<file path="src/design/fwsr_pkg.sv">
package fwsr_pkg;

	// flash pin widths, bit positions and synchroniser depth
	localparam int ADDR_W = 21;
	localparam int DATA_W = 16;
	localparam int SECT_LSB = 12;
	localparam int POLL_BIT = 7;
	localparam int TIMEOUT_BIT = 5;
	localparam int SYNC_STAGES = 2;

	// apb register map
	localparam int APB_AW = 8;
	localparam logic [7:0] REG_CTRL = 8'h00;
	localparam logic [7:0] REG_ADDR = 8'h04;
	localparam logic [7:0] REG_DATA = 8'h08;
	localparam logic [7:0] REG_STATUS = 8'h0C;
	localparam logic [7:0] REG_RDATA = 8'h10;

	// field positions
	localparam int CTRL_NOPOLL = 8;
	localparam int CTRL_GO = 31;
	localparam int ST_BUSY = 0;
	localparam int ST_DONE = 1;
	localparam int ST_FAIL = 2;
	localparam int ST_REFUSED = 3;
	localparam int ST_BYPASS = 4;
	localparam int ST_IDMODE = 5;
	localparam int ST_ERASE = 6;
	localparam int ST_SUSP = 7;
	localparam int ST_READY = 8;
	localparam int ST_PEND = 9;

	// command cycle values
	localparam logic [ADDR_W-1:0] UNLOCK_A1 = 21'h000555;
	localparam logic [ADDR_W-1:0] UNLOCK_A2 = 21'h0002AA;
	localparam logic [DATA_W-1:0] CMD_UNLOCK1 = 16'h00AA;
	localparam logic [DATA_W-1:0] CMD_UNLOCK2 = 16'h0055;
	localparam logic [DATA_W-1:0] CMD_PROGRAM = 16'h00A0;
	localparam logic [DATA_W-1:0] CMD_BYP_ENTER = 16'h0020;
	localparam logic [DATA_W-1:0] CMD_IDENT = 16'h0090;
	localparam logic [DATA_W-1:0] CMD_BYP_EXIT2 = 16'h0000;
	localparam logic [DATA_W-1:0] CMD_ERASE = 16'h0080;
	localparam logic [DATA_W-1:0] CMD_CHIP = 16'h0010;
	localparam logic [DATA_W-1:0] CMD_SECTOR = 16'h0030;
	localparam logic [DATA_W-1:0] CMD_SUSPEND = 16'h00B0;
	localparam logic [DATA_W-1:0] CMD_RESUME = 16'h0030;
	localparam logic [DATA_W-1:0] CMD_RESET = 16'h00F0;

	// bus cycle timing
	localparam int CLK_PERIOD_NS = 8;
	localparam int T_SETUP_NS = 10;
	localparam int T_WPULSE_NS = 40;
	localparam int T_HOLD_NS = 20;
	localparam int T_ACCESS_NS = 100;
	localparam int T_RECOVER_NS = 30;
	localparam int SETUP_CYC = (T_SETUP_NS + CLK_PERIOD_NS - 1) / CLK_PERIOD_NS;
	localparam int WPULSE_CYC = (T_WPULSE_NS + CLK_PERIOD_NS - 1) / CLK_PERIOD_NS;
	localparam int HOLD_CYC = (T_HOLD_NS + CLK_PERIOD_NS - 1) / CLK_PERIOD_NS;
	localparam int ACCESS_CYC = (T_ACCESS_NS + CLK_PERIOD_NS - 1) / CLK_PERIOD_NS;
	localparam int RECOVER_CYC = (T_RECOVER_NS + CLK_PERIOD_NS - 1)
		/ CLK_PERIOD_NS;

	typedef enum logic [3:0] {
		OP_READ, OP_RESET, OP_PROGRAM, OP_BYP_ENTER, OP_BYP_PROG,
		OP_BYP_EXIT, OP_CHIP_ERASE, OP_SECT_ERASE, OP_SUSPEND,
		OP_RESUME, OP_IDENT, OP_POLL
	} fwsr_op_e;

	typedef struct packed {
		logic [ADDR_W-1:0] addr;
		logic [DATA_W-1:0] data;
		logic              rd;
		logic              last;
	} fwsr_step_s;

endpackage

</file>
<file path="src/design/fwsr_cyc_if.sv">
`timescale 1ns/1ps
interface fwsr_cyc_if;
	import fwsr_pkg::*;
	logic              req;
	logic              wr;
	logic [ADDR_W-1:0] addr;
	logic [DATA_W-1:0] wdata;
	logic              done;
	logic [DATA_W-1:0] rdata;
	modport ctl (output req, wr, addr, wdata, input done, rdata);
	modport eng (input req, wr, addr, wdata, output done, rdata);
endinterface

</file>
<file path="src/design/fwsr_cycle.sv">
`timescale 1ns/1ps
module fwsr_cycle import fwsr_pkg::*; (
	// clock and reset
	input  wire logic              clk_i,
	input  wire logic              rst_b_i,
	// cycle requests
	fwsr_cyc_if.eng                cyc,
	input  wire logic [DATA_W-1:0] dq_sync_i,
	// flash pins
	output logic                   ce_n_o,
	output logic                   we_n_o,
	output logic                   oe_n_o,
	output logic [ADDR_W-1:0]      addr_o,
	output logic [DATA_W-1:0]      dq_o,
	output logic                   dq_oe_o
);
	typedef enum logic [2:0] {
		C_IDLE, C_SETUP, C_PULSE, C_HOLD, C_READ, C_REC
	} fwsr_cph_e;

	typedef struct packed {
		fwsr_cph_e         phase;
		logic [7:0]        cnt;
		logic              ce_n;
		logic              we_n;
		logic              oe_n;
		logic [ADDR_W-1:0] addr;
		logic [DATA_W-1:0] dq;
		logic              dq_oe;
		logic              done;
		logic [DATA_W-1:0] rdata;
	} fwsr_cyc_s;

	fwsr_cyc_s s;
	fwsr_cyc_s next_s;

	always_comb begin
		next_s = s;
		next_s.done = 1'b0;
		if (s.cnt != 8'h00) begin
			next_s.cnt = s.cnt - 8'h01;
		end else begin
			case (s.phase)
				C_IDLE: begin
					if (cyc.req) begin
						next_s.addr = cyc.addr;
						next_s.ce_n = 1'b0;
						if (cyc.wr) begin
							next_s.dq = cyc.wdata;
							next_s.dq_oe = 1'b1;
							next_s.cnt = 8'(SETUP_CYC - 1);
							next_s.phase = C_SETUP;
						end else begin
							next_s.oe_n = 1'b0;
							// synchroniser delay added to the access time
							next_s.cnt = 8'(ACCESS_CYC + SYNC_STAGES - 1);
							next_s.phase = C_READ;
						end
					end
				end
				C_SETUP: begin
					next_s.we_n = 1'b0;
					next_s.cnt = 8'(WPULSE_CYC - 1);
					next_s.phase = C_PULSE;
				end
				C_PULSE: begin
					next_s.we_n = 1'b1;
					next_s.cnt = 8'(HOLD_CYC - 1);
					next_s.phase = C_HOLD;
				end
				C_HOLD: begin
					next_s.ce_n = 1'b1;
					next_s.dq_oe = 1'b0;
					next_s.cnt = 8'(RECOVER_CYC - 1);
					next_s.phase = C_REC;
				end
				// each read is framed by its own oe pulse so toggles advance
				C_READ: begin
					next_s.rdata = dq_sync_i;
					next_s.oe_n = 1'b1;
					next_s.ce_n = 1'b1;
					next_s.cnt = 8'(RECOVER_CYC - 1);
					next_s.phase = C_REC;
				end
				C_REC: begin
					next_s.done = 1'b1;
					next_s.phase = C_IDLE;
				end
				default: next_s.phase = C_IDLE;
			endcase
		end
	end

	always_ff @(posedge clk_i or negedge rst_b_i) begin
		if (!rst_b_i) begin
			s <= '{phase: C_IDLE, cnt: 8'h00, ce_n: 1'b1, we_n: 1'b1,
				oe_n: 1'b1, addr: '0, dq: '0, dq_oe: 1'b0, done: 1'b0,
				rdata: '0};
		end else begin
			s <= next_s;
		end
	end

	assign cyc.done = s.done;
	assign cyc.rdata = s.rdata;
	assign ce_n_o = s.ce_n;
	assign we_n_o = s.we_n;
	assign oe_n_o = s.oe_n;
	assign addr_o = s.addr;
	assign dq_o = s.dq;
	assign dq_oe_o = s.dq_oe;
endmodule

</file>
<file path="src/design/fwsr_sync.sv">
`timescale 1ns/1ps
module fwsr_sync #(
	parameter int W = 17
) (
	input  wire logic         clk_i,
	input  wire logic         rst_b_i,
	input  wire logic [W-1:0] d_i,
	output logic [W-1:0]      q_o
);
	typedef struct packed {
		logic [W-1:0] meta;
		logic [W-1:0] q;
	} fwsr_sync_s;

	fwsr_sync_s s;
	fwsr_sync_s next_s;

	if (W < 1) begin : g_chk
		$error("fwsr_sync: W must be at least 1");
	end

	always_comb begin
		next_s.meta = d_i;
		next_s.q = s.meta;
	end

	always_ff @(posedge clk_i or negedge rst_b_i) begin
		if (!rst_b_i) begin
			s <= '{meta: '1, q: '1};
		end else begin
			s <= next_s;
		end
	end

	assign q_o = s.q;
endmodule

</file>
<file path="src/design/fwsr_top.sv">
`timescale 1ns/1ps
// How it works
// - sector erase carries sector bits only
// - all command cycles writes, identify ends read
// - reset command leaves identify or timeout
// - short program only after bypass entry
// - bypass left only by bypass exit
// - program poll at program address, waits for programmed data bit
// - erase poll reads 0, then 1
// - confirm poll with a further read
module fwsr_top import fwsr_pkg::*; (
	// clock and reset
	input  wire logic              CLK_I,
	input  wire logic              RST_B_I,
	// apb slave
	input  wire logic              PSEL_I,
	input  wire logic              PENABLE_I,
	input  wire logic              PWRITE_I,
	input  wire logic [APB_AW-1:0] PADDR_I,
	input  wire logic [31:0]       PWDATA_I,
	output logic [31:0]            PRDATA_O,
	output logic                   PREADY_O,
	output logic                   PSLVERR_O,
	// flash pins
	output logic                   FL_CE_N_O,
	output logic                   FL_WE_N_O,
	output logic                   FL_OE_N_O,
	output logic [ADDR_W-1:0]      FL_ADDR_O,
	input  wire logic [DATA_W-1:0] FL_DQ_I,
	output logic [DATA_W-1:0]      FL_DQ_O,
	output logic                   FL_DQ_OE_O,
	input  wire logic              READY_BUSY_N_PIN_I
);
	typedef enum logic [2:0] {
		M_IDLE, M_ISSUE, M_WAIT, M_POLL, M_PWAIT, M_RESET, M_RWAIT
	} fwsr_mph_e;

	typedef struct packed {
		fwsr_mph_e         phase;
		fwsr_op_e          op;
		logic              nopoll;
		logic [2:0]        idx;
		logic [ADDR_W-1:0] addr;
		logic [DATA_W-1:0] data;
		logic              req;
		logic              cyc_wr;
		logic [ADDR_W-1:0] cyc_addr;
		logic [DATA_W-1:0] cyc_wdata;
		logic              done;
		logic              fail;
		logic              refused;
		logic              bypass;
		logic              idmode;
		logic              erase_pend;
		logic              susp;
		logic              pend;
		logic              expect_bit;
		logic              matched;
		logic              to_seen;
		logic [DATA_W-1:0] rdata;
		logic [31:0]       prdata;
		logic              pready;
		logic              pslverr;
	} fwsr_top_s;

	fwsr_top_s         s;
	fwsr_top_s         next_s;
	fwsr_step_s        st;
	logic [DATA_W:0]   synced;
	fwsr_cyc_if        cyc ();

	fwsr_sync #(.W(DATA_W + 1)) u_sync (
		.clk_i   (CLK_I),
		.rst_b_i (RST_B_I),
		.d_i     ({READY_BUSY_N_PIN_I, FL_DQ_I}),
		.q_o     (synced)
	);

	fwsr_cycle u_cycle (
		.clk_i     (CLK_I),
		.rst_b_i   (RST_B_I),
		.cyc       (cyc.eng),
		.dq_sync_i (synced[DATA_W-1:0]),
		.ce_n_o    (FL_CE_N_O),
		.we_n_o    (FL_WE_N_O),
		.oe_n_o    (FL_OE_N_O),
		.addr_o    (FL_ADDR_O),
		.dq_o      (FL_DQ_O),
		.dq_oe_o   (FL_DQ_OE_O)
	);

	function automatic logic mapped(input logic [APB_AW-1:0] a);
		return a == REG_CTRL || a == REG_ADDR || a == REG_DATA ||
			a == REG_STATUS || a == REG_RDATA;
	endfunction

	// one bus cycle of a command sequence
	function automatic fwsr_step_s step_of(input fwsr_op_e op,
			input logic [2:0] idx, input logic [ADDR_W-1:0] a,
			input logic [DATA_W-1:0] d);
		fwsr_step_s r;
		logic [DATA_W-1:0] third;
		r = '{addr: '0, data: '0, rd: 1'b0, last: 1'b0};
		third = CMD_ERASE;
		case (op)
			OP_PROGRAM: third = CMD_PROGRAM;
			OP_BYP_ENTER: third = CMD_BYP_ENTER;
			OP_IDENT: third = CMD_IDENT;
			default: third = CMD_ERASE;
		endcase
		// unused high address bits left zero
		if (idx == 3'd0 || idx == 3'd3) begin
			r.addr = UNLOCK_A1;
			r.data = CMD_UNLOCK1;
		end else if (idx == 3'd1 || idx == 3'd4) begin
			r.addr = UNLOCK_A2;
			r.data = CMD_UNLOCK2;
		end else begin
			r.addr = UNLOCK_A1;
			r.data = third;
		end
		case (op)
			OP_READ: r = '{addr: a, data: '0, rd: 1'b1, last: 1'b1};
			OP_RESET: r = '{addr: '0, data: CMD_RESET, rd: 1'b0, last: 1'b1};
			OP_BYP_ENTER: r.last = (idx == 3'd2);
			// identify sequence ends with a read at the query address
			OP_IDENT: if (idx == 3'd3) begin
				r = '{addr: a, data: '0, rd: 1'b1, last: 1'b1};
			end
			OP_PROGRAM: if (idx == 3'd3) begin
				r = '{addr: a, data: d, rd: 1'b0, last: 1'b1};
			end
			OP_CHIP_ERASE: if (idx == 3'd5) begin
				r = '{addr: UNLOCK_A1, data: CMD_CHIP, rd: 1'b0, last: 1'b1};
			end
			OP_SECT_ERASE: if (idx == 3'd5) begin
				r.addr = {a[ADDR_W-1:SECT_LSB], {SECT_LSB{1'b0}}};
				r.data = CMD_SECTOR;
				r.last = 1'b1;
			end
			OP_BYP_PROG: if (idx == 3'd0) begin
				r = '{addr: '0, data: CMD_PROGRAM, rd: 1'b0, last: 1'b0};
			end else begin
				r = '{addr: a, data: d, rd: 1'b0, last: 1'b1};
			end
			OP_BYP_EXIT: if (idx == 3'd0) begin
				r = '{addr: '0, data: CMD_IDENT, rd: 1'b0, last: 1'b0};
			end else begin
				r = '{addr: '0, data: CMD_BYP_EXIT2, rd: 1'b0, last: 1'b1};
			end
			OP_SUSPEND: r = '{addr: '0, data: CMD_SUSPEND, rd: 1'b0,
				last: 1'b1};
			OP_RESUME: r = '{addr: '0, data: CMD_RESUME, rd: 1'b0,
				last: 1'b1};
			default: r = r;
		endcase
		return r;
	endfunction

	function automatic logic refuse(input fwsr_op_e op, input fwsr_top_s q);
		logic r;
		r = 1'b0;
		case (op)
			OP_BYP_PROG: r = !q.bypass;
			OP_BYP_EXIT: r = !q.bypass;
			OP_PROGRAM: r = q.idmode;
			OP_CHIP_ERASE, OP_SECT_ERASE: r = q.idmode || q.susp ||
				q.erase_pend;
			// suspend only with a chip or sector erase pending
			OP_SUSPEND: r = !q.erase_pend || q.susp;
			OP_RESUME: r = !q.susp;
			OP_POLL: r = !q.pend;
			default: r = 1'b0;
		endcase
		// in bypass only the short program, its exit, read and poll pass
		if (q.bypass && !(op == OP_BYP_PROG || op == OP_BYP_EXIT ||
				op == OP_READ || op == OP_POLL)) begin
			r = 1'b1;
		end
		return r;
	endfunction

	function automatic logic polls(input fwsr_op_e op);
		return op == OP_PROGRAM || op == OP_BYP_PROG ||
			op == OP_CHIP_ERASE || op == OP_SECT_ERASE || op == OP_RESUME;
	endfunction

	always_comb begin
		logic     wr_take;
		logic     go;
		fwsr_op_e new_op;
		wr_take = PSEL_I && PENABLE_I && s.pready && PWRITE_I &&
			!s.pslverr;
		go = 1'b0;
		new_op = fwsr_op_e'(PWDATA_I[3:0]);
		next_s = s;
		next_s.req = 1'b0;
		st = step_of(s.op, s.idx, s.addr, s.data);

		// registered apb answer, one wait state
		next_s.pready = 1'b0;
		next_s.pslverr = 1'b0;
		if (PSEL_I && PENABLE_I && !s.pready) begin
			next_s.pready = 1'b1;
			next_s.pslverr = !mapped(PADDR_I);
			next_s.prdata = 32'h00000000;
			if (!PWRITE_I) begin
				case (PADDR_I)
					REG_CTRL: next_s.prdata = 32'({s.nopoll, 4'h0, s.op});
					REG_ADDR: next_s.prdata = 32'(s.addr);
					REG_DATA: next_s.prdata = 32'(s.data);
					REG_STATUS: next_s.prdata = 32'({s.pend, synced[DATA_W],
						s.susp, s.erase_pend, s.idmode, s.bypass, s.refused,
						s.fail, s.done, s.phase != M_IDLE});
					REG_RDATA: next_s.prdata = 32'(s.rdata);
					default: next_s.prdata = 32'h00000000;
				endcase
			end
		end
		// clears come first so that a hardware set below wins
		if (wr_take) begin
			case (PADDR_I)
				REG_CTRL: go = PWDATA_I[CTRL_GO];
				REG_ADDR: if (s.phase == M_IDLE) begin
					next_s.addr = PWDATA_I[ADDR_W-1:0];
				end else begin
					next_s.refused = 1'b1;
				end
				REG_DATA: if (s.phase == M_IDLE) begin
					next_s.data = PWDATA_I[DATA_W-1:0];
				end else begin
					next_s.refused = 1'b1;
				end
				REG_STATUS: begin
					if (PWDATA_I[ST_DONE]) next_s.done = 1'b0;
					if (PWDATA_I[ST_FAIL]) next_s.fail = 1'b0;
					if (PWDATA_I[ST_REFUSED]) next_s.refused = 1'b0;
				end
				default: next_s.refused = s.refused;
			endcase
		end

		case (s.phase)
			M_IDLE: if (go) begin
				if (s.phase != M_IDLE || refuse(new_op, s)) begin
					next_s.refused = 1'b1;
				end else begin
					next_s.op = new_op;
					next_s.nopoll = PWDATA_I[CTRL_NOPOLL];
					next_s.idx = 3'd0;
					next_s.phase = (new_op == OP_POLL) ? M_POLL : M_ISSUE;
					case (new_op)
						OP_PROGRAM, OP_BYP_PROG: begin
							next_s.pend = 1'b1;
							next_s.expect_bit = s.data[POLL_BIT];
						end
						OP_CHIP_ERASE, OP_SECT_ERASE: begin
							next_s.pend = 1'b1;
							next_s.expect_bit = 1'b1;
							next_s.erase_pend = 1'b1;
						end
						OP_RESUME: begin
							next_s.pend = 1'b1;
							next_s.expect_bit = 1'b1;
							next_s.susp = 1'b0;
						end
						OP_SUSPEND: next_s.susp = 1'b1;
						OP_BYP_ENTER: next_s.bypass = 1'b1;
						OP_BYP_EXIT: next_s.bypass = 1'b0;
						OP_IDENT: next_s.idmode = 1'b1;
						OP_RESET: begin
							next_s.idmode = 1'b0;
							next_s.pend = 1'b0;
						end
						default: next_s.pend = s.pend;
					endcase
				end
			end
			M_ISSUE: begin
				next_s.req = 1'b1;
				next_s.cyc_wr = !st.rd;
				next_s.cyc_addr = st.addr;
				// upper data byte zero in commands
				next_s.cyc_wdata = st.data;
				next_s.phase = M_WAIT;
			end
			M_WAIT: if (cyc.done) begin
				if (st.rd) next_s.rdata = cyc.rdata;
				if (!st.last) begin
					next_s.idx = s.idx + 3'd1;
					next_s.phase = M_ISSUE;
				end else if (polls(s.op) && !s.nopoll) begin
					next_s.phase = M_POLL;
				end else begin
					next_s.done = 1'b1;
					next_s.phase = M_IDLE;
				end
			end
			// poll read at the program or sector address
			M_POLL: begin
				next_s.req = 1'b1;
				next_s.cyc_wr = 1'b0;
				next_s.cyc_addr = s.addr;
				next_s.phase = M_PWAIT;
			end
			M_PWAIT: if (cyc.done) begin
				next_s.rdata = cyc.rdata;
				next_s.phase = M_POLL;
				if (cyc.rdata[POLL_BIT] == s.expect_bit) begin
					next_s.matched = 1'b1;
					// second matching read before trusting data
					if (s.matched) begin
						next_s.matched = 1'b0;
						next_s.to_seen = 1'b0;
						next_s.pend = 1'b0;
						if (!s.susp) next_s.erase_pend = 1'b0;
						next_s.done = 1'b1;
						next_s.phase = M_IDLE;
					end
				end else begin
					next_s.matched = 1'b0;
					if (cyc.rdata[TIMEOUT_BIT]) begin
						next_s.to_seen = 1'b1;
						if (s.to_seen) begin
							next_s.fail = 1'b1;
							next_s.phase = M_RESET;
						end
					end
				end
			end
			// reset after a timed out operation
			M_RESET: begin
				next_s.req = 1'b1;
				next_s.cyc_wr = 1'b1;
				next_s.cyc_addr = '0;
				next_s.cyc_wdata = CMD_RESET;
				next_s.phase = M_RWAIT;
			end
			M_RWAIT: if (cyc.done) begin
				next_s.to_seen = 1'b0;
				next_s.pend = 1'b0;
				if (!s.susp) next_s.erase_pend = 1'b0;
				next_s.done = 1'b1;
				next_s.phase = M_IDLE;
			end
			default: next_s.phase = M_IDLE;
		endcase
	end

	always_ff @(posedge CLK_I or negedge RST_B_I) begin
		if (!RST_B_I) begin
			s <= '{phase: M_IDLE, op: OP_READ, idx: 3'd0, addr: '0,
				data: '0, cyc_addr: '0, cyc_wdata: '0, rdata: '0,
				prdata: 32'h00000000, default: 1'b0};
		end else begin
			s <= next_s;
		end
	end

	assign cyc.req = s.req;
	assign cyc.wr = s.cyc_wr;
	assign cyc.addr = s.cyc_addr;
	assign cyc.wdata = s.cyc_wdata;
	assign PRDATA_O = s.prdata;
	assign PREADY_O = s.pready;
	assign PSLVERR_O = s.pslverr;
endmodule

</file>
<file path="config.mk">
export PLATFORM = sky130hd
export DESIGN_NAME = fwsr_top
export DESIGN_NICKNAME = d
export VERILOG_FILES = /design/src/design/fwsr_pkg.sv /design/src/design/fwsr_cyc_if.sv /design/src/design/fwsr_cycle.sv /design/src/design/fwsr_sync.sv /design/src/design/fwsr_top.sv
export SDC_FILE = /design/constraint.sdc
export NUM_CORES = 1
export LEC_CHECK = 0
export ABC_AREA = 1
export BUFFER_PORTS_ARGS = -buffer_cell sky130_fd_sc_hd__buf_2
export CORE_MARGIN = 2
export CORE_UTILIZATION = 53
export DETAILED_ROUTE_END_ITERATION = 6
export GPL_TIMING_DRIVEN = 0
export MAX_ROUTING_LAYER = met4
export PLACE_DENSITY = 0.88
export SYNTH_ARGS = -nofsm -noshare
export SYNTH_HDL_FRONTEND = slang
export SYNTH_SLANG_ARGS = --single-unit
</file>
<file path="constraint.sdc">
create_clock -name CLK_I -period 1.75 [get_ports CLK_I]
set_input_delay 0.2625 -clock CLK_I [delete_from_list [all_inputs] [get_ports CLK_I]]
set_output_delay 0.2625 -clock CLK_I [all_outputs]
set_load 0.1 [all_outputs]
</file>
# ---- Yosys cells after proc, flatten, opt, wreduce, memory -nomap -nowiden
# Cells that the tools add are included.
dict set report word_totals {
  ff_bits 240
  output_inout_bits 75
}
dict set report classes {
  n_reduce_logical 88
  add_sub_neg 2
  mux 103
  n_eq_ne 59
  n_bitwise 2
}
# op n
set ops {}
lappend ops {{one-hot mux 37 bit (10 select lines)} 1}
lappend ops {{2-to-1 mux 39 bit} 5}
lappend ops {{one-hot mux 21 bit (5 select lines)} 1}
lappend ops {{one-hot mux 23 bit (3 select lines)} 1}
lappend ops {{one-hot mux 16 bit (2 select lines)} 2}
lappend ops {{2-to-1 mux 27 bit} 2}
lappend ops {{2-to-1 mux 17 bit} 3}
lappend ops {{2-to-1 mux 16 bit} 3}
lappend ops {{2-to-1 mux 37 bit} 1}
lappend ops {{2-to-1 mux 1 bit} 34}
lappend ops {{2-to-1 mux 11 bit} 3}
lappend ops {{2-to-1 mux 3 bit} 11}
lappend ops {{equality test 4 x 3 -> 1 bit (second input constant)} 8}
lappend ops {{one-hot mux 8 bit (4 select lines)} 1}
lappend ops {{AND reduction 4 bit} 8}
lappend ops {{equality test 4 bit (second input constant)} 7}
lappend ops {{one-hot mux 8 bit (3 select lines)} 1}
lappend ops {{nonzero test 2 bit} 12}
lappend ops {{one-hot mux 1 bit (2 select lines)} 11}
lappend ops {{equality test 3 bit (second input constant)} 7}
lappend ops {{2-to-1 mux 21 bit} 1}
lappend ops {{one-hot mux 3 bit (7 select lines)} 1}
lappend ops {{equality test 3 x 2 -> 1 bit (second input constant)} 6}
lappend ops {{logical OR 1 bit} 17}
lappend ops {{other kinds (41)} 107}

# ---- Logic depth before layout (Yosys ltp)
# Gate-level depths: netlist of run 1.
dict set report logic_depth {
  ltp_word 13
  ltp_mapped 12
  depth_no_buf 12
}

# ---- Cells and area by module
# From an unflattened synthesis of run 1, not the netlist that was laid out.
dict set report unflattened {
  hier_cells 1365
  area_unflattened_um2 11674.9
}
# module n_inst seq_area_each_um2 area_per_inst_um2 cells_per_inst
set modules_own_cells {}
lappend modules_own_cells {fwsr_top 1 3428.3 7252.0 922}
lappend modules_own_cells {fwsr_cycle 1 1730.4 3529.6 409}
lappend modules_own_cells {fwsr_sync 1 893.4 893.4 34}

# ---- Worst setup path after synthesis of run 1
# Ideal clock, no wire load.
dict set report synth_path {
  path_type {reg-to-reg}
  start {reg s (netlist bit PREADY_O)}
  end {reg s[134] in the netlist's numbering}
  n_path_buf 1
  path_stages_with_launch 8
  period_less_slack_ns 2.094
  slack_ns -0.344
  t_arrival_ns 1.966
  setup_time_ns 0.127
  cell_sequence {dfrtp_1 > nand2_1 > nor2_1 > inv_1 > nor2_1 > nand2_1 > buf_6 > mux2_1}
}
dict set report synth_via {
  elab_chain_cells 4
}
# item line
set synth_lines {}
lappend synth_lines {{start: declaration} fwsr_top.sv:66} ;# fwsr_top_s s;
lappend synth_lines {{start signal: assignment} fwsr_top.sv:352} ;# s <= '{phase: M_IDLE, op: OP_READ, idx: 3'd0, addr: '0,
lappend synth_lines {{start signal: assignment} fwsr_top.sv:356} ;# s <= next_s;
lappend synth_lines {{logical AND 1 bit (3 in series)} fwsr_top.sv:192} ;# wr_take = PSEL_I && PENABLE_I && s.pready && PWRITE_I &&
lappend synth_lines {{AND reduction 3 bit (no source line)} n/a}
# No other way between the ends.
# A chain may end at the register's enable or synchronous reset.

# ---- Worst setup path after layout of run 1
dict set report layout_path {
  start {reg s[137] in the netlist's numbering}
  end {reg s (netlist bit cyc.wdata[2])}
}
dict set report layout_via {
  elab_chain_cells 7
  elab_cells_between_ends 16
  cone_classes {eq/ne (4); mux (9); reduce/logical (3)}
}
# item line
set layout_lines {}
lappend layout_lines {{equality test 3 x 1 -> 1 bit or equality test 3 bit (tied branches)} fwsr_top.sv:115} ;# end else if (idx == 3'd1 || idx == 3'd4) begin
lappend layout_lines {{logical OR 1 bit} fwsr_top.sv:115}
lappend layout_lines {{2-to-1 mux 27 bit} fwsr_top.sv:115}
lappend layout_lines {{2-to-1 mux 27 bit} fwsr_top.sv:112} ;# if (idx == 3'd0 || idx == 3'd3) begin
lappend layout_lines {{2-to-1 mux 37 bit, or another cell as far along} fwsr_top.sv:136} ;# OP_SECT_ERASE: if (idx == 3'd5) begin
lappend layout_lines {{one-hot mux 37 bit (10 select lines) *} fwsr_top.sv:122} ;# case (op)
lappend layout_lines {{one-hot mux 16 bit (2 select lines) *} fwsr_top.sv:243} ;# case (s.phase)
# Mark *: on every way between the ends. The rest lies on a longest branch, timed or not.

==> qor.txt, run 1 <==
=================================================================================
FF+latch count, synth ..............................................          240
Achievable clock frequency .........................................      534 MHz
Switching portion of total power ...................................        22.0%
Maximum Capacitance Violations .....................................            0
Min-Delay Path Class ...............................................       in2reg
Worst path slowest cell ............................................      dfrtp_1
Root Driver ........................................................    clkbuf_16
# clock sinks ......................................................          240
Chip Width .........................................................       151 um
Min Tclk post-route ................................................      1.87 ns
Total wire length ..................................................     32800 um
Standard-cell row count ............................................           53
Worst r2r path cells ...............................................            9
Critical path, cell by cell ........................................ ha_2, ha_4, a21oi_4, nand2_4, nand2_1, nand2_2, a21oi_1, nor3_1, o21ai_1
Violations in the final reports .................................... negative setup slack
# H-tree levels ....................................................            1
CORE AREA ..........................................................   0.0212 mm2
Sequential area share after synthesis ..............................        52.6%
Sequential cell area ...............................................  0.00606 mm2
Antenna violation net count after detailed routing .................            0
Insertion delay to the later sink of the worst-skew pair ...........      0.53 ns
Highest-count cells in the layout ignoring fill and taps ........... 250 x nand2_1, 197 x dfrtp_1, 127 x buf_4
Synth warn .........................................................            0
Pre-CTS setup slack ................................................    -0.402 ns
Peak fanout along the critical path ................................            6
Worst-margin pin slew ..............................................     0.682 ns
Crit share post-route ..............................................         107%
Met3 layer wire length in the routed design ........................      2800 um
Final number of hold-violating endpoints ...........................            0
Final setup violation count ........................................           23
Fin nets ...........................................................         1555
Maximum clock skew at final layout .................................    0.0140 ns
Clock tree from TritonCTS ..........................................          yes
Antenna violations before repair ...................................            0
Worst Setup Path Type ..............................................      reg2reg
Post-layout total power ............................................      12.0 mW
Clock slew seen by the registers of the worst setup and hold paths .      0.06 ns
Pin count of the biggest net entering global routing ...............          129
Power dissipated by switching net loads ............................      2.64 mW
Cell-internal power ................................................      9.39 mW
Overall die area ...................................................   0.0229 mm2
Post-Syn Instances .................................................         1249
Post-synthesis average cell area ...................................     9.22 um2
Area growth from synthesis to final layout .........................        27.8%
Top-level port count ...............................................          137
Via/cell ratio .....................................................         5.64
RD Place Congestion ................................................        0.977
Worst setup SP type ................................................     register
Via count of the first global-routing pass .........................         9423
Async set-or-reset flop fraction in the synthesized netlist ........         100%
Maximum resistive drop on vdd ......................................      1.00 mV
Initial standard-cell utilization of the core ......................        54.4%
M1 wire length .....................................................     12500 um
Max Root-Sink Buffers ..............................................            3
Most common flop cell mapped by yosys ..............................      dfrtp_1
Required time of the critical path .................................      2.19 ns
Vias ...............................................................        10045
WP depth ...........................................................            9
Antenna diode count ................................................            0
Port-buffer cells ..................................................          114
DRC errors left ....................................................            0
Worst relative slew slack ..........................................        54.5%
Detail Placement HPWL ..............................................     21200 um
DR pass1 iterations ................................................            6
Most common library cell in the layout ignoring fill and taps ......      nand2_1
Wire length on met2 ................................................     16000 um
Final core utilization .............................................        69.6%
Global-route congestion overflow total .............................            0
Critical path capture point type ...................................     register
Depth of the worst hold-timing path ................................            3
Worst stage delay on the critical path .............................      0.43 ns
Combinational share of power .......................................         4.3%
Static Leak ........................................................      7.43 nW
Number of pins with negative max-slew slack in the final report ....            0
Uppermost layer routed .............................................         met4
Final worst setup slack ............................................    -0.123 ns
Number of library cell types mapped by synthesis ...................           51
Clk network pwr share ..............................................        48.8%
Fraction of layout cells with a size suffix above 1 ................        36.2%
Number of DRC markers after the initial detailed-route iteration ...         1093
WL per Instance ....................................................      18.4 um
TritonCTS buffer count .............................................           26
Total power density per cell area ..................................   817 mW/mm2
Netlist area before placement ......................................   0.0115 mm2
Die Y ..............................................................       151 um
Global-route usage over all layers .................................        27.5%
Number of flops mapped to enable cells by yosys ....................            0
Part of the power in registers .....................................        46.9%
Fillers ............................................................         1472
Unrepaired setup endpoints after global routing ....................          yes
Kind of cell adding the most delay to the critical path ............ compound AO/OA/AOI/OAI gates
Worst path arrival time ............................................      2.32 ns
Critical path buffer and inverter count ............................            0
Wire length of the first global-routing pass .......................     47800 um
Multi-input gate area ..............................................  0.00466 mm2
Result of the run .................................................. complete, but fails checks
=================================================================================
==> metal layers <==
metal,track usage [%],up-vias
met4,11.2,0
li1,-,4509
met3,4.55,141
met2,44.1,594
met1,35.2,4801
met5,-,-
==> worst paths after layout <==
check / startpoint / end / slack (ns)
hold reg to reg: u_sync.next_s[9]$_DFF_PN1_ / u_sync.q_o[9]$_DFF_PN1_ / 0.35
max in group asynchronous: RST_B_I / PREADY_O$_DFF_PN0_ / 0.41
min in group asynchronous: RST_B_I / u_cycle.dq_o[10]$_DFFE_PN0P_ / 0.37
hold / removal: PWDATA_I[11] / s[111]$_DFFE_PN0P_ / 0.02
setup reg to reg: s[137]$_DFFE_PN0P_ / cyc.wdata[2]$_DFFE_PN0P_ / -0.12
setup / recovery: s[137]$_DFFE_PN0P_ / cyc.wdata[2]$_DFFE_PN0P_ / -0.12
==> state kept, by name (all words and copies together), names as in the netlist, 11 cells and up <==
| register | count |
|---|---|
| u_sync.next_s | 17 |
| cyc.wdata | 16 |
| cyc.addr | 21 |
| u_cycle.s | 11 |
| PRDATA_O | 21 |
| s | 75 |
| u_cycle.cyc.rdata | 16 |
| u_cycle.dq_o | 16 |
| u_cycle.addr_o | 21 |
| u_sync.q_o | 17 |
==> tightest hold or removal path, stage by stage <==
cell and delay (ns):
buf_2 0.11, inv_1 0.06, o21ai_1 0.07
==> repair_timing <==
| action | in CTS | in global routing |
|---|---|---|
| buffers inserted | 14 | 40 |
| resized for setup | 47 | 127 |
| endpoints found under the hold margin | 136 | 0 |
| setup endpoints to repair | 147 | 130 |
| hold buffers | 26 | 0 |
| pin swaps | 8 | 29 |
| gates cloned | 1 | 6 |
==> cells in the mapped netlist, types with 2 or more instances <==
| cell type | count | area share [%] |
|---|---|---|
| inv_1 | 127 | 4.1 |
| o31ai_1 | 6 | 0.39 |
| nand3_1 | 66 | 2.9 |
| a31oi_1 | 5 | 0.27 |
| nand2_2 | 10 | 0.54 |
| a21oi_4 | 2 | 0.28 |
| ha_1 | 7 | 0.76 |
| o21ai_2 | 7 | 0.53 |
| o21ai_0 | 116 | 5.0 |
| o211ai_1 | 7 | 0.46 |
| buf_4 | 78 | 5.1 |
| clkbuf_1 | 9 | 0.29 |
| buf_2 | 9 | 0.39 |
| nand3b_1 | 2 | 0.13 |
| nand3_2 | 8 | 0.70 |
| a22oi_1 | 12 | 0.78 |
| nor2_4 | 8 | 0.78 |
| o22ai_1 | 17 | 0.92 |
| buf_6 | 5 | 0.49 |
| nor2_2 | 11 | 0.60 |
| o21ai_1 | 26 | 1.1 |
| inv_4 | 2 | 0.11 |
| inv_2 | 14 | 0.46 |
| dfstp_2 | 37 | 8.4 |
| a22o_1 | 6 | 0.46 |
| nand4_1 | 10 | 0.54 |
| mux2_2 | 37 | 3.6 |
| xor2_1 | 3 | 0.23 |
| nor4_1 | 4 | 0.22 |
| a21oi_1 | 29 | 1.3 |
| nand2_4 | 3 | 0.29 |
| nor3_1 | 7 | 0.30 |
| mux2_4 | 6 | 0.78 |
| nand2_1 | 265 | 8.6 |
| mux2_1 | 2 | 0.20 |
| nor2_1 | 69 | 2.2 |
| dfrtp_1 | 203 | 44 |
==> power groups by stage <==
stage	Combinational (mW)	Clock, mW	Sequential (mW)
after global placement	0.434	0	5.74
after CTS	0.504	5.87	5.64
after floorplan	0.210	0	5.75
final	0.519	5.87	5.64
after detailed placement	0.452	0	5.74
after global routing	0.560	6.12	5.64
==> per-stage QoR <==
| stage | TNS [ns] | cell area (um2) | instances | hold slack, ns |
|---|---|---|---|---|
| final | -1.13 | 14700 | 1780 | 0.0243 |
| after global routing | -4.34 | 14700 | 1780 | 0.0351 |
| after CTS | -0.855 | 14000 | 1735 | 0.0220 |
| after detailed placement | -15.31 | 12500 | 1649 | 0.347 |
| after global placement | -806.10 | 12500 | 1648 | 0.346 |
| after floorplan | 0 | 11600 | 1259 | -0.0331 |
==> final cells by class <==
type / instances / area share [%]
sequential: 240 / 41.2
multi-input combinational: 775 / 31.7
timing repair buffer: 200 / 9.56
clock buffer: 39 / 5.24
buffer: 99 / 5.18
inverter: 144 / 3.81
tap: 275 / 2.34
clock inverter: 8 / 0.986
==> cell families (layout without fill, tap and decap cells) <==
| family | count (synthesis) | count (layout) | synth area share [%] |
|---|---|---|---|
| adders and majority gates | 7 | 7 | 0.761 |
| muxes | 45 | 45 | 4.60 |
| buffers and inverters | 246 | 490 | 11.2 |
| other | 1 | 11 | 0.0326 |
| and+or+nand+nor | 468 | 470 | 18.5 |
| DFF | 240 | 240 | 52.6 |
| xor gates and xnor gates | 4 | 4 | 0.304 |
| AOI/OAI and AO/OA | 238 | 238 | 12.0 |
Power figures use the tool's default switching activity.
==> run 2, diff against run 1 <==
--- a/config.mk
+++ b/config.mk
@@ -6,7 +6,7 @@
 export NUM_CORES = 1
 export LEC_CHECK = 0
 export ABC_AREA = 1
-export BUFFER_PORTS_ARGS = -buffer_cell sky130_fd_sc_hd__buf_2
+export BUFFER_PORTS_ARGS = -buffer_cell sky130_fd_sc_hd__clkbuf_2
 export CORE_MARGIN = 2
 export CORE_UTILIZATION = 53
 export DETAILED_ROUTE_END_ITERATION = 6
==> run 2 against run 1 <==
  * Die area did not move
  * Sequential power barely moved
  * Register-to-register slack improved by 0.05 ns
  * Count of clock-buffer cells in the layout fell by 2
  * Routed wire length fell by 5.0%
  * Non-clock buffer count fell by 18
  * Largest power group is now sequential cells
  * Clock power fell by 10%
  * Critical path type unchanged
  * Cell area fell by 1.7%
  * Fmax rose by 3.0%
  * The run still ends with negative setup slack left
  * First-iteration DRC count fell by 20%
  * Total power fell by 4.9%
  * Worst hold slack improved by 0.0028 ns
==> qor.txt, run 2 (synthesized netlist as in run 1, its figures left out) <==
==================================================================================
WL per Instance .....................................................      17.7 um
Result of the run ................................................... complete, but fails checks
# H-tree levels .....................................................            1
Fraction of layout cells with a size suffix above 1 .................        35.2%
Maximum clock skew at final layout ..................................    0.0149 ns
Worst relative slew slack ...........................................        59.8%
Crit share post-route ...............................................         104%
Flip-flop count of the largest register, all copies and words added .           75
Chip Width ..........................................................       151 um
Area growth from synthesis to final layout ..........................        25.7%
Min-Delay Path Class ................................................       in2reg
Post-layout total power .............................................      11.4 mW
Port-buffer cells ...................................................          114
Achievable clock frequency ..........................................      550 MHz
Peak fanout along the critical path .................................            7
Top-level port count ................................................          137
Standard-cell row count .............................................           53
Maximum resistive drop on vdd .......................................     0.776 mV
Number of DRC markers after the initial detailed-route iteration ....          879
DR pass1 iterations .................................................            7
Worst-margin pin slew ...............................................     0.603 ns
Setup TNS ...........................................................    -0.693 ns
Vias ................................................................         9673
Worst path slowest cell .............................................      dfrtp_1
Worst stage delay on the critical path ..............................      0.43 ns
Kind of cell adding the most delay to the critical path ............. simple AND/OR/NAND/NOR gates
Unrepaired setup endpoints after global routing .....................          yes
Via count of the first global-routing pass ..........................         9391
Die Y ...............................................................       151 um
Largest Register ....................................................            s
Insertion delay to the later sink of the worst-skew pair ............      0.53 ns
Violations in the final reports ..................................... negative setup slack
Worst Setup Path Type ...............................................      reg2reg
Global-route usage over all layers ..................................        28.1%
Antenna violations before repair ....................................            0
Final core utilization ..............................................        68.4%
Total cell area at the placement stage ..............................   0.0125 mm2
Placed insts ........................................................         1650
Overall die area ....................................................   0.0229 mm2
Wire length of the first global-routing pass ........................     48800 um
Final standard cell area without fillers ............................   0.0145 mm2
Multi-input gate area ...............................................  0.00463 mm2
Max Root-Sink Buffers ...............................................            3
CORE AREA ...........................................................   0.0212 mm2
Sequential cell area ................................................  0.00606 mm2
Root Driver .........................................................    clkbuf_16
Antenna diode count .................................................            0
Total power density per cell area ...................................   790 mW/mm2
Final setup violation count .........................................           20
Min Tclk post-route .................................................      1.82 ns
Final worst setup slack .............................................   -0.0687 ns
RD Place Congestion .................................................        0.972
Post-route non-filler standard cell count ...........................         1760
Most common library cell in the layout ignoring fill and taps .......      nand2_1
Initial standard-cell utilization of the core .......................        54.4%
Most frequent CP cell ...............................................      nand2_2
Highest-count cells in the layout ignoring fill and taps ............ 245 x nand2_1, 198 x dfrtp_1, 115 x inv_1
Final number of hold-violating endpoints ............................            0
Pin count of the biggest net entering global routing ................          123
Static Leak .........................................................      7.25 nW
Maximum Capacitance Violations ......................................            0
Fillers .............................................................         1456
Number of pins with negative max-slew slack in the final report .....            0
Via/cell ratio ......................................................         5.50
Critical path, cell by cell ......................................... inv_1, nor2_2, nand2_2, o21ai_4, nand2_2, nand2_4, buf_12, mux2_4
Fin nets ............................................................         1535
Critical path buffer and inverter count .............................            2
TritonCTS buffer count ..............................................           25
Antenna violation net count after detailed routing ..................            0
Global-route congestion overflow total ..............................            0
Required time of the critical path ..................................      2.16 ns
Worst path arrival time .............................................      2.23 ns
Total wire length ...................................................     31100 um
Clock slew seen by the registers of the worst setup and hold paths ..      0.06 ns
DRC errors left .....................................................            0
Detail Placement HPWL ...............................................     20600 um
# clock sinks .......................................................          240
Clock tree from TritonCTS ...........................................          yes
Critical path capture point type ....................................     register
Worst setup SP type .................................................     register
==================================================================================
## run 2: metrics by stage
step	hold slack (ns)	setup slack (ns)
finish	0.0271	-0.0687
global route	0.0290	-0.142
CTS	0.00455	-0.0542
detailed placement	0.347	-0.373
global placement	0.346	-5.02
floorplan	-0.0331	0.0131
## run 2: repair_timing
action,in CTS,in global routing
endpoints found under the hold margin,143,0
setup endpoints to repair,139,155
buffers inserted,18,15
hold buffers,28,0
gates cloned,2,2
pin swaps,18,23
gates resized for setup,73,100
## run 2: path summary, 6_finish.rpt
kind	from	to	slack [ns]	depth (start not counted)
setup / recovery	s[142]$_DFFE_PN0P_	s[48]$_DFFE_PN0P_	-0.07	8
min in group asynchronous	RST_B_I	u_cycle.dq_o[10]$_DFFE_PN0P_	0.39	3
hold reg to reg	u_sync.next_s[15]$_DFF_PN1_	u_sync.q_o[15]$_DFF_PN1_	0.35	0
setup reg to reg	s[142]$_DFFE_PN0P_	s[48]$_DFFE_PN0P_	-0.07	8
max in group asynchronous	RST_B_I	s[141]$_DFFE_PN0P_	0.32	4
hold / removal	PWDATA_I[9]	s[109]$_DFFE_PN0P_	0.03	3
## run 2: layout make-up
cell class / instances / area share [%]
well taps: 275 / 2.38
inverters: 144 / 3.91
multi-input cells: 774 / 32.0
flip-flops and latches: 240 / 41.9
clock inverters: 9 / 0.527
plain buffers: 101 / 5.40
repair buffers: 180 / 8.77
clock buffers: 37 / 5.13
## run 2: per-layer routing
| layer | wire length [um] | GRT usage, % |
|---|---|---|
| met1 | 12300 | 36.0 |
| met2 | 15000 | 44.5 |
| met3 | 2730 | 5.24 |
| met4 | 1090 | 11.1 |
| met5 | 0 | - |
## run 2: worst register-to-register path, stage by stage, from the launching register on
cell,delay (ns)
dfrtp_1,0.43
inv_1,0.12
nor2_2,0.16
nand2_2,0.15
o21ai_4,0.20
nand2_2,0.08
nand2_4,0.12
buf_12,0.14
mux2_4,0.30
## run 2: power breakdown
| part | total (mW) | leakage [nW] | switching (mW) | internal (mW) |
|---|---|---|---|---|
| logic | 0.522 | 3.66 | 0.375 | 0.147 |
| clock network | 5.27 | 0.406 | 2.19 | 3.08 |
| registers | 5.64 | 3.18 | 0.0163 | 5.63 |
| total | 11.4 | 7.25 | 2.58 | 8.86 |
